## config.mk

```make
export PLATFORM = sky130hd
export DESIGN_NAME = hwmon_fan_temp_config_bank
export DESIGN_NICKNAME = d
export VERILOG_FILES = /design/src/logic/hwmon_pkg.sv /design/src/logic/hwmon_fan_temp_config_bank.sv
export VERILOG_INCLUDE_DIRS = /design/src /design/src/logic
export SDC_FILE = /design/constraint.sdc
export NUM_CORES = 1
export LEC_CHECK = 0
export ABC_AREA = 0
export BUFFER_PORTS_ARGS = -buffer_cell sky130_fd_sc_hd__buf_4
export CELL_PAD_IN_SITES_DETAIL_PLACEMENT = 0
export CELL_PAD_IN_SITES_GLOBAL_PLACEMENT = 1
export CORE_AREA = 2 2 113 115
export CTS_CLUSTER_DIAMETER = 120
export DETAILED_ROUTE_END_ITERATION = 7
export DIE_AREA = 0 0 115 117
export PLACE_DENSITY_LB_ADDON = 0.1
export REMOVE_ABC_BUFFERS = 1
export SETUP_SLACK_MARGIN = 0.02
export SLEW_MARGIN = 5
export SYNTH_ARGS = -nofsm -noshare
export SYNTH_HDL_FRONTEND = slang
export SYNTH_SLANG_ARGS = --single-unit
```

## constraint.sdc

```tcl
create_clock -name pclk -period 3.7 [get_ports pclk]
set_input_delay 0.185 -clock pclk [delete_from_list [all_inputs] [get_ports pclk]]
set_output_delay 0.185 -clock pclk [all_outputs]
set_load 0.02 [all_outputs]
```

## src/logic/hwmon_consts.svh

```systemverilog
// Constants of the fan and temperature configuration bank: indices, fields, reset values.
// Assumes APB byte addresses equal four times the register index.
// Functional notes
// - Fan_drive_a_temp_source bits 6-4 pick the aux fan drive temperature source.
// - Fan_drive_a_temp_source bits 2-0 pick the first cpu fan drive temperature source.
// - Fan_drive_b_temp_source bits 7-5 pick the second cpu fan drive temperature source.
// - Index 4Bh bits 7-6 hold the first aux tach divisor low bits.
// - Index 4Bh bits 5-4 divide converter clock by 1, 4, 16 or 64.
// - Index 4Ch bit 7 is the second cpu tach divisor top bit.
// - 4Ch bit 6 set gives comparator interrupt mode for cpu/aux temperatures.
// - 4Ch bit 5 set gives one-time interrupt mode for sys temperature.
// - 4Ch bit 4 set keeps aux over-limit off the over-temperature output.
// - 4Ch bit 3 set keeps cpu over-limit off the over-temperature output.
// - 4Ch bit 2 sets over-temperature output polarity, one meaning active high.
// - 4Dh bit 4 set makes first aux tach pin input, else drives bit 5.
// - 4Dh bit 2 set makes first cpu tach pin input, else drives bit 3.
// - 4Dh bit 0 set makes sys tach pin input, else drives bit 1.
// - 4Eh bit 7 chooses high or low identifier byte at 4Fh.
// - 4Eh bits 5 and 4 enable beep for second aux and cpu tach.
// - 4Eh bits 2-0 give the bank number answering at 50h to 5Fh.
// - Index 4Fh reads the 16-bit identifier one byte at a time.
// - Three-bit divisor codes select division by powers of two, 1 to 128.
`ifndef HWMON_CONSTS_SVH
`define HWMON_CONSTS_SVH

`define IDX_SRC_A 10'h049
`define IDX_SRC_B 10'h04A
`define IDX_DIV_ADC 10'h04B
`define IDX_INT_OVT 10'h04C
`define IDX_PIN_DIR 10'h04D
`define IDX_BANK 10'h04E
`define IDX_MAKER 10'h04F

`define RST_SRC_A 8'h00
`define RST_SRC_B 8'h00
`define RST_DIV_ADC 8'h44
`define RST_INT_OVT 8'h10
`define RST_PIN_DIR 8'h95
`define RST_BANK 8'h80

`define SRC_A_AUX_HI 6
`define SRC_A_AUX_LO 4
`define SRC_A_CPU_HI 2
`define SRC_A_CPU_LO 0
`define SRC_B_HI 7
`define SRC_B_LO 5
`define DIV_AUX_HI 7
`define DIV_AUX_LO 6
`define ADC_HI 5
`define ADC_LO 4
`define INT_CPU2_DIV_MSB 7
`define INT_CMP_MODE 6
`define INT_SYS_ONCE 5
`define OVT_AUX_DIS 4
`define OVT_CPU_DIS 3
`define OVT_POL 2
`define PIN_AUX_VAL 5
`define PIN_AUX_IN 4
`define PIN_CPU_VAL 3
`define PIN_CPU_IN 2
`define PIN_SYS_VAL 1
`define PIN_SYS_IN 0
`define BANK_HI_BYTE 7
`define BEEP_AUX2 5
`define BEEP_CPU2 4
`define BANK_HI 2
`define BANK_LO 0

`endif

```

## src/logic/hwmon_pkg.sv

```systemverilog
// Types of the fan and temperature configuration bank.
// Assumes hwmon_consts.svh is compiled alongside for the numeric constants.
`default_nettype none
package hwmon_pkg;

  typedef enum logic [2:0] {
    SRC_SYS, SRC_CPU, SRC_AUX, SRC_PECI1, SRC_PECI2, SRC_PECI3, SRC_PECI4, SRC_NONE
  } temp_src_t;

  typedef struct packed {
    logic aux;
    logic cpu;
    logic sys;
  } tach_t;

  typedef struct packed {
    temp_src_t aux_drive_src;
    temp_src_t cpu_first_src;
    temp_src_t cpu_second_src;
    logic [7:0] aux_tach_first_div;
    logic [7:0] cpu_tach_second_div;
    logic [6:0] adc_clk_div;
    logic cmp_int_mode;
    logic sys_once_int_mode;
    logic beep_aux_second;
    logic beep_cpu_second;
    logic [2:0] bank;
  } fan_cfg_t;

  typedef struct packed {
    logic [7:0] src_a;
    logic [7:0] src_b;
    logic [7:0] div_adc;
    logic [7:0] int_ovt;
    logic [7:0] pin_dir;
    logic [7:0] bank_sel;
    logic pready;
    logic pslverr;
    logic [31:0] prdata;
    logic overtemp_n;
    tach_t drive;
    tach_t oe_n;
    tach_t sample;
    fan_cfg_t cfg;
  } state_t;

endpackage : hwmon_pkg
`default_nettype wire

```

## src/logic/hwmon_fan_temp_config_bank.sv

```systemverilog
// Fan and temperature configuration bank, an APB slave with one wait state per access.
// Assumes APB signals, over-limit levels and tach pins are synchronous to pclk.
//
// Design decision made here: the APB register port.
`timescale 1ns/1ps
`include "hwmon_consts.svh"
`default_nettype none
module hwmon_fan_temp_config_bank #(
  // Identifier value is arbitrary
  parameter logic [15:0] MAKER_ID = 16'h1D2E
) (
  input wire logic pclk,
  input wire logic presetn,
  input wire logic ce,
  input wire logic psel,
  input wire logic penable,
  input wire logic pwrite,
  input wire logic [11:0] paddr,
  input wire logic [31:0] pwdata,
  input wire logic [3:0] pstrb,
  output logic [31:0] prdata,
  output logic pready,
  output logic pslverr,
  input wire logic aux_temp_over,
  input wire logic cpu_temp_over,
  input wire logic aux_tach_first_div_msb,
  input wire logic [1:0] cpu_tach_second_div_low,
  input wire hwmon_pkg::tach_t tach_in,
  output hwmon_pkg::tach_t tach_drive,
  output hwmon_pkg::tach_t tach_oe_n,
  output hwmon_pkg::tach_t tach_sample,
  output logic overtemp_out_n,
  output hwmon_pkg::fan_cfg_t fan_cfg
);

  // ==========================================================
  // Decoding helpers
  // ==========================================================
  function automatic hwmon_pkg::temp_src_t src_first(input logic [2:0] code,
                                                     input hwmon_pkg::temp_src_t base);
    unique case (code)
      3'h0: src_first = base;
      3'h2: src_first = hwmon_pkg::SRC_PECI1;
      3'h3: src_first = hwmon_pkg::SRC_PECI2;
      3'h4: src_first = hwmon_pkg::SRC_PECI3;
      3'h5: src_first = hwmon_pkg::SRC_PECI4;
      default: src_first = hwmon_pkg::SRC_NONE;
    endcase
  endfunction : src_first

  function automatic hwmon_pkg::temp_src_t src_second(input logic [2:0] code);
    unique case (code)
      3'h0: src_second = hwmon_pkg::SRC_SYS;
      3'h1: src_second = hwmon_pkg::SRC_CPU;
      3'h2: src_second = hwmon_pkg::SRC_AUX;
      3'h3: src_second = hwmon_pkg::SRC_NONE;
      3'h4: src_second = hwmon_pkg::SRC_PECI1;
      3'h5: src_second = hwmon_pkg::SRC_PECI2;
      3'h6: src_second = hwmon_pkg::SRC_PECI3;
      3'h7: src_second = hwmon_pkg::SRC_PECI4;
    endcase
  endfunction : src_second

  function automatic logic [7:0] fan_div(input logic [2:0] code);
    fan_div = 8'h01 << code;
  endfunction : fan_div

  function automatic logic [6:0] adc_div(input logic [1:0] code);
    adc_div = 7'h01 << {code, 1'b0};
  endfunction : adc_div

  // ==========================================================
  // State
  // ==========================================================
  hwmon_pkg::state_t state_ff;
  hwmon_pkg::state_t nxt_state;

  logic [9:0] idx;
  logic aligned;
  logic hit;
  logic access;
  logic ovt_active;

  assign idx = paddr[11:2];
  assign aligned = (paddr[1:0] == 2'h0);
  assign hit = aligned && (idx >= `IDX_SRC_A) && (idx <= `IDX_MAKER);
  assign access = psel && penable;
  assign ovt_active = (aux_temp_over && !state_ff.int_ovt[`OVT_AUX_DIS]) ||
                      (cpu_temp_over && !state_ff.int_ovt[`OVT_CPU_DIS]);

  always_comb begin
    nxt_state = state_ff;
    if (ce) begin
      // Fixed single wait state keeps every APB output straight off a flop
      nxt_state.pready = access && !state_ff.pready;
      if (access && !state_ff.pready) begin
        nxt_state.pslverr = !hit;
        nxt_state.prdata = 32'h0000_0000;
        if (hit && !pwrite) begin
          unique case (idx)
            `IDX_SRC_A: nxt_state.prdata[7:0] = state_ff.src_a;
            `IDX_SRC_B: nxt_state.prdata[7:0] = state_ff.src_b;
            `IDX_DIV_ADC: nxt_state.prdata[7:0] = state_ff.div_adc;
            `IDX_INT_OVT: nxt_state.prdata[7:0] = state_ff.int_ovt;
            `IDX_PIN_DIR: nxt_state.prdata[7:0] = state_ff.pin_dir;
            `IDX_BANK: nxt_state.prdata[7:0] = state_ff.bank_sel;
            default: nxt_state.prdata[7:0] = state_ff.bank_sel[`BANK_HI_BYTE] ?
                                             MAKER_ID[15:8] : MAKER_ID[7:0];
          endcase
        end
      end
      // Writes land on the completing edge only; reserved bits are stored as written
      if (access && state_ff.pready && pwrite && hit && pstrb[0]) begin
        unique case (idx)
          `IDX_SRC_A: nxt_state.src_a = pwdata[7:0];
          `IDX_SRC_B: nxt_state.src_b = pwdata[7:0];
          `IDX_DIV_ADC: nxt_state.div_adc = pwdata[7:0];
          `IDX_INT_OVT: nxt_state.int_ovt = pwdata[7:0];
          `IDX_PIN_DIR: nxt_state.pin_dir = pwdata[7:0];
          `IDX_BANK: nxt_state.bank_sel = pwdata[7:0];
          default: nxt_state.bank_sel = state_ff.bank_sel;
        endcase
      end
      nxt_state.overtemp_n = state_ff.int_ovt[`OVT_POL] ? ovt_active : !ovt_active;
      nxt_state.oe_n.aux = nxt_state.pin_dir[`PIN_AUX_IN];
      nxt_state.drive.aux = nxt_state.pin_dir[`PIN_AUX_VAL];
      nxt_state.oe_n.cpu = nxt_state.pin_dir[`PIN_CPU_IN];
      nxt_state.drive.cpu = nxt_state.pin_dir[`PIN_CPU_VAL];
      nxt_state.oe_n.sys = nxt_state.pin_dir[`PIN_SYS_IN];
      nxt_state.drive.sys = nxt_state.pin_dir[`PIN_SYS_VAL];
      nxt_state.sample = tach_in;
      nxt_state.cfg.aux_drive_src = src_first(nxt_state.src_a[`SRC_A_AUX_HI:`SRC_A_AUX_LO],
                                              hwmon_pkg::SRC_AUX);
      nxt_state.cfg.cpu_first_src = src_first(nxt_state.src_a[`SRC_A_CPU_HI:`SRC_A_CPU_LO],
                                              hwmon_pkg::SRC_CPU);
      nxt_state.cfg.cpu_second_src = src_second(nxt_state.src_b[`SRC_B_HI:`SRC_B_LO]);
      nxt_state.cfg.aux_tach_first_div = fan_div({aux_tach_first_div_msb,
                                                  nxt_state.div_adc[`DIV_AUX_HI:`DIV_AUX_LO]});
      nxt_state.cfg.cpu_tach_second_div = fan_div({nxt_state.int_ovt[`INT_CPU2_DIV_MSB],
                                                   cpu_tach_second_div_low});
      nxt_state.cfg.adc_clk_div = adc_div(nxt_state.div_adc[`ADC_HI:`ADC_LO]);
      nxt_state.cfg.cmp_int_mode = nxt_state.int_ovt[`INT_CMP_MODE];
      nxt_state.cfg.sys_once_int_mode = nxt_state.int_ovt[`INT_SYS_ONCE];
      nxt_state.cfg.beep_aux_second = nxt_state.bank_sel[`BEEP_AUX2];
      nxt_state.cfg.beep_cpu_second = nxt_state.bank_sel[`BEEP_CPU2];
      nxt_state.cfg.bank = nxt_state.bank_sel[`BANK_HI:`BANK_LO];
    end
  end

  always_ff @(posedge pclk or negedge presetn) begin
    if (!presetn) begin
      state_ff <= '0;
      state_ff.src_a <= `RST_SRC_A;
      state_ff.src_b <= `RST_SRC_B;
      state_ff.div_adc <= `RST_DIV_ADC;
      state_ff.int_ovt <= `RST_INT_OVT;
      state_ff.pin_dir <= `RST_PIN_DIR;
      state_ff.bank_sel <= `RST_BANK;
      // Inactive level for the default low-active polarity
      state_ff.overtemp_n <= 1'b1;
      state_ff.oe_n <= 3'h7;
      state_ff.cfg.aux_drive_src <= hwmon_pkg::SRC_AUX;
      state_ff.cfg.cpu_first_src <= hwmon_pkg::SRC_CPU;
      state_ff.cfg.cpu_second_src <= hwmon_pkg::SRC_SYS;
      state_ff.cfg.aux_tach_first_div <= 8'h02;
      state_ff.cfg.cpu_tach_second_div <= 8'h01;
      state_ff.cfg.adc_clk_div <= 7'h01;
    end else begin
      state_ff <= nxt_state;
    end
  end

  assign prdata = state_ff.prdata;
  assign pready = state_ff.pready;
  assign pslverr = state_ff.pslverr;
  assign tach_drive = state_ff.drive;
  assign tach_oe_n = state_ff.oe_n;
  assign tach_sample = state_ff.sample;
  assign overtemp_out_n = state_ff.overtemp_n;
  assign fan_cfg = state_ff.cfg;

  // ==========================================================
  // Checks
  // ==========================================================
  apb_wait_a: assert property (@(posedge pclk) disable iff (!presetn)
    (ce && access && !pready) |=> pready)
    else $error("pready missing after access phase");

  ident_write_a: assert property (@(posedge pclk) disable iff (!presetn)
    (ce && access && pready && pwrite && paddr == 12'h13C)
    |=> $stable(state_ff.bank_sel) && $stable(state_ff.pin_dir))
    else $error("identifier write changed state");

  ident_byte_a: assert property (@(posedge pclk) disable iff (!presetn)
    (ce && access && !pready && !pwrite && paddr == 12'h13C)
    |=> prdata[7:0] == ($past(state_ff.bank_sel[7]) ? MAKER_ID[15:8] : MAKER_ID[7:0]))
    else $error("wrong identifier byte");

  overtemp_pol_a: assert property (@(posedge pclk) disable iff (!presetn)
    ce |=> overtemp_out_n == ($past(state_ff.int_ovt[2]) ~^
      (($past(aux_temp_over) && !$past(state_ff.int_ovt[4])) ||
       ($past(cpu_temp_over) && !$past(state_ff.int_ovt[3])))))
    else $error("over-temperature level wrong");

  tach_dir_a: assert property (@(posedge pclk) disable iff (!presetn)
    tach_oe_n.aux == state_ff.pin_dir[4] && tach_drive.aux == state_ff.pin_dir[5])
    else $error("aux tach pin direction wrong");

  aux_source_a: assert property (@(posedge pclk) disable iff (!presetn)
    (state_ff.src_a[6:4] == 3'h0) |-> fan_cfg.aux_drive_src == hwmon_pkg::SRC_AUX)
    else $error("aux drive source wrong");

  second_source_a: assert property (@(posedge pclk) disable iff (!presetn)
    (state_ff.src_b[7:5] == 3'h7) |-> fan_cfg.cpu_second_src == hwmon_pkg::SRC_PECI4)
    else $error("second cpu drive source wrong");

  adc_clock_a: assert property (@(posedge pclk) disable iff (!presetn)
    (state_ff.div_adc[5:4] == 2'h3) |-> fan_cfg.adc_clk_div == 7'h40)
    else $error("converter clock divide wrong");

  cpu_div_a: assert property (@(posedge pclk) disable iff (!presetn)
    state_ff.int_ovt[7] |-> fan_cfg.cpu_tach_second_div >= 8'h10)
    else $error("second cpu divisor top bit ignored");

  bank_number_a: assert property (@(posedge pclk) disable iff (!presetn)
    fan_cfg.bank == state_ff.bank_sel[2:0])
    else $error("bank number mismatch");

endmodule : hwmon_fan_temp_config_bank
`default_nettype wire

```

==> run metrics <==
result of the run=complete, but fails checks; violated checks=hold timing; post-synth top area cell=dfrtp_1; mux cell area share after synthesis=14.1%; cell chain of the critical path=nand4_1 > and4bb_2 > and3_2 > mux2i_1 > ha_1 > or3_1 > a22o_1; total vias in the final route=3494; initial antenna violation count=0; placed cells=655; remaining global-route overflow=0; maximum number of pins on one net before global-route repair=74; Max VDD drop=roughly 0.16 mV; wire length of the first global-routing pass=around 18000 µm; top cells by area in the synthesized netlist=dfrtp_1 (37%), buf_4 (12%), mux2_2 (10%); Worst Max-Slew Pin Slew=0.916 ns; count of unique library cells instantiated by Yosys=57; number of max-slew violations in the final report=0; arithmetic-cell share of the synthesized area counting full adders, half adders and majority gates=less than 1%; fin crit share=between 70% and 80%; Worst Path Class, Setup=reg -> reg; number of max-cap violations=0; vias per inst=roughly 5.2; number of DRC markers after the initial detailed-route iteration=122; post-layout net count=~580; CP Data Required Time=just under 4 ns; number of antenna repair diodes=0; sort of element at the end of the critical path=register; routed len/inst=17.2 µm; Synth Warn #=0; crit path DAT=2.89 ns; initial core utilization=a little over two fifths; number of gates given a new drive strength after cts=0; Skew-Pair Late Insertion Delay=approximately 0.34 ns; Placeable Area=roughly 12000 µm²; antenna viol nets, final=0; flip-flop and latch count after synthesis=91; min Tclk post-route=around 2.7 ns; proportion of netlist area held by the largest area contributor=a little under two fifths; Switching Fraction=25.8%; leading register cell type out of synthesis=dfrtp_1; part of the total power dissipated in sequential elements=46.5%; GRT Resource Usage Total=between 10% and 20%; master of the slowest instance on the critical path=and4bb_2; power per cell area=385 nW/µm²; Post-Synthesis Mean Instance Area=10.6 µm²; Final Instance Count excl. Fillers=671; startpoint kind of the worst setup timing path=register; simple logic cell fraction of the synthesized area=13.2%; DIE AREA=13500 µm²; clk sinks=just over 90; clock share of power=between 40% and 50%; post-DP HPWL=about 8200 µm; buffer cell driving the clock tree root=clkbuf_16; XOR/XNOR Fraction of Synth Area=less than 1%; leakage=roughly 2.8 nW; length in cells of the worst reg-to-reg path=7; Final Setup Violations=0; Routed WL=~12000 µm; FP Rows=41; Total Neg Setup Slack=0 ns; fraction of registers with async set or reset after synthesis=100%; switching power of the nets=~0.57 mW; CTS Buf Count=9; Max Buffers Root-to-Sink=2; relative contribution of combinational cells to total power=between 10% and 20%; Max-Slew Margin vs Limit=38.9%; internal cell power=around 1.6 mW; startpoint of the most critical setup path=pready$_DFFE_PN0P_; worst-case hold slack=-0.0144 ns; portion of the post-synthesis area used by sequential elements=44.4%; combinational family with the most area after synthesis=buffers and inverters; vias in the first global route=approximately 3300; synthesized-area fraction occupied by ao, oa, aoi and oai cells=a little under an eighth; class of the tightest hold or removal check=in -> async; share of layout cells above drive strength 1=35.5%; reg-to-reg slack, setup=1.04 ns; number of instances in the synthesized netlist=roughly 490; horizontal extent of the die=115 µm; max frequency=376 MHz; Placer Congestion=around 0.79; CTS tree=done; startpoint of the most critical register-to-register path=pready$_DFFE_PN0P_; hold buffer count at cts=0; clock slew seen by the registers of the worst setup and hold paths=0.07 ns; CTS H-tree lvls=3; Synth-to-Final Area Change=11.4%; number of enable flip-flop cells after synthesis=0; setup repair after global routing missed its margin=no; Vert. Die Dim=~120 µm; cell area after technology mapping=around 5200 µm²; Critical Path Fanout Max=11; number of endpoints with negative hold slack in the final report=28; DRC violation count after routing=0; Worst R2R End=fan_cfg[34]$_DFFE_PN0P_; Top Ports=between 100 and 150; delay of the slowest critical-path stage=0.43 ns; final setup skew=approximately 0.0063 ns; Port Buffers=90; # Post-CTS Setup Buffers=0; number of detailed-route iterations in the first pass=4
Yosys cell counts, types with 2 or more instances:
cell type,instances
buf_4,83
dfrtp_1,77
mux2_2,46
nand2_1,31
nor2_1,26
mux2i_1,21
o21ai_0,20
inv_1,18
o2bb2ai_1,16
a21oi_1,14
dfstp_2,14
buf_2,11
a31oi_1,10
a22o_1,8
nand3_1,8
nand4_1,7
buf_1,5
clkbuf_1,5
nand3b_1,5
nor2b_1,5
nor3b_1,4
a22oi_1,3
ha_1,3
nand2b_1,3
nor3_1,3
a2111oi_0,2
a221oi_1,2
and3_1,2
nor3_2,2
nor3_4,2
nor4b_4,2
o211ai_1,2
o31ai_1,2
or3_1,2
xor2_1,2
worst max-delay path: cells and delay by family, from the launching register on:
kind | cells | cell delay [ns]
multiplexers | 1 | 0.38
AND/OR/NAND/NOR | 4 | 1.32
AO/OA/AOI/OAI | 1 | 0.18
adder cells (fa/ha/maj) | 1 | 0.31
flip-flops | 1 | 0.36
layout make-up:
cell class                 instances  area, µm²
clock buffer                      10        239
timing repair buffer              96        721
clock inverter                     6       72.6
sequential                        91       2290
multi-input combinational        300       2170
tap                              150        188
inverter                          18       67.6
fill                            1211       6560
registers in the layout, indices dropped and copies added, names as in the netlist:
signal / flops
prdata: 8
pslverr: 1
fan_cfg: 29
state_ff: 48
pready: 1
overtemp_out_n: 1
tach_sample: 3
per-stage QoR:
stage / instance area [µm²] / utilization, % / worst slack (ns) / power, mW
after floorplan: 4540 / - / 1.04 / 1.15
after global placement: 5440 / 44.2 / 0.953 / 1.28
after detailed placement: 5440 / 44.2 / 0.916 / 1.28
after CTS: 5760 / 46.7 / 1.03 / 2.25
after global routing: 5760 / 46.7 / 0.868 / 2.31
final: 5760 / 46.7 / 1.04 / 2.22
power groups by stage:
| stage | combinational, mW | clock, mW | sequential [mW] |
|---|---|---|---|
| after global placement | 0.228 | 0 | 1.05 |
| final | 0.226 | 0.961 | 1.03 |
| after CTS | 0.230 | 0.983 | 1.03 |
| after floorplan | 0.0749 | 0 | 1.07 |
| after detailed placement | 0.229 | 0 | 1.05 |
| after global routing | 0.250 | 1.02 | 1.03 |
metal layers:
metal	up-vias	share of wire, %	GRT usage (%)
met5	-	0	0
met1	1720	47	24.9
met3	7	4.5	3.24
li1	1677	-	-
met4	0	0.86	4.58
met2	90	47	28.6
logic make-up after synthesis:
family	Yosys count
xor+xnor	3
compound gates	87
other cells	1
fa+ha+maj	3
mux	67
simple gates	113
flops	91
buf+inv	123
cells in the final DEF, fill, tap and decap left out, drive strengths merged, types with 3 or more instances in the layout:
cell type	synthesis	final
ha	3	3
a22oi	3	3
nor3	7	7
a22o	8	8
mux2i	21	21
nand2	31	31
dfstp	14	14
nand2b	3	3
nor2	27	27
nand3b	5	5
nand3	8	8
conb	1	27
a31oi	10	10
o2bb2ai	16	16
nor2b	5	5
o21ai	20	20
dfrtp	77	77
nand4	8	8
clkbuf	5	10
inv	18	20
buf	100	96
nor3b	5	5
mux2	46	46
a21oi	14	14
and3	3	3
worst max-delay path by stage:
stage	end	slack, ns	depth (start not counted)
after CTS	fan_cfg[34]$_DFFE_PN0P_	1.03	7
after global placement	fan_cfg[34]$_DFFE_PN0P_	0.95	8
after detailed placement	fan_cfg[34]$_DFFE_PN0P_	0.92	8
after global routing	fan_cfg[34]$_DFFE_PN0P_	0.87	8
after floorplan	fan_cfg[34]$_DFFE_PN0P_	1.04	7
final	fan_cfg[34]$_DFFE_PN0P_	1.04	7
(Power assumes the default switching activity.)
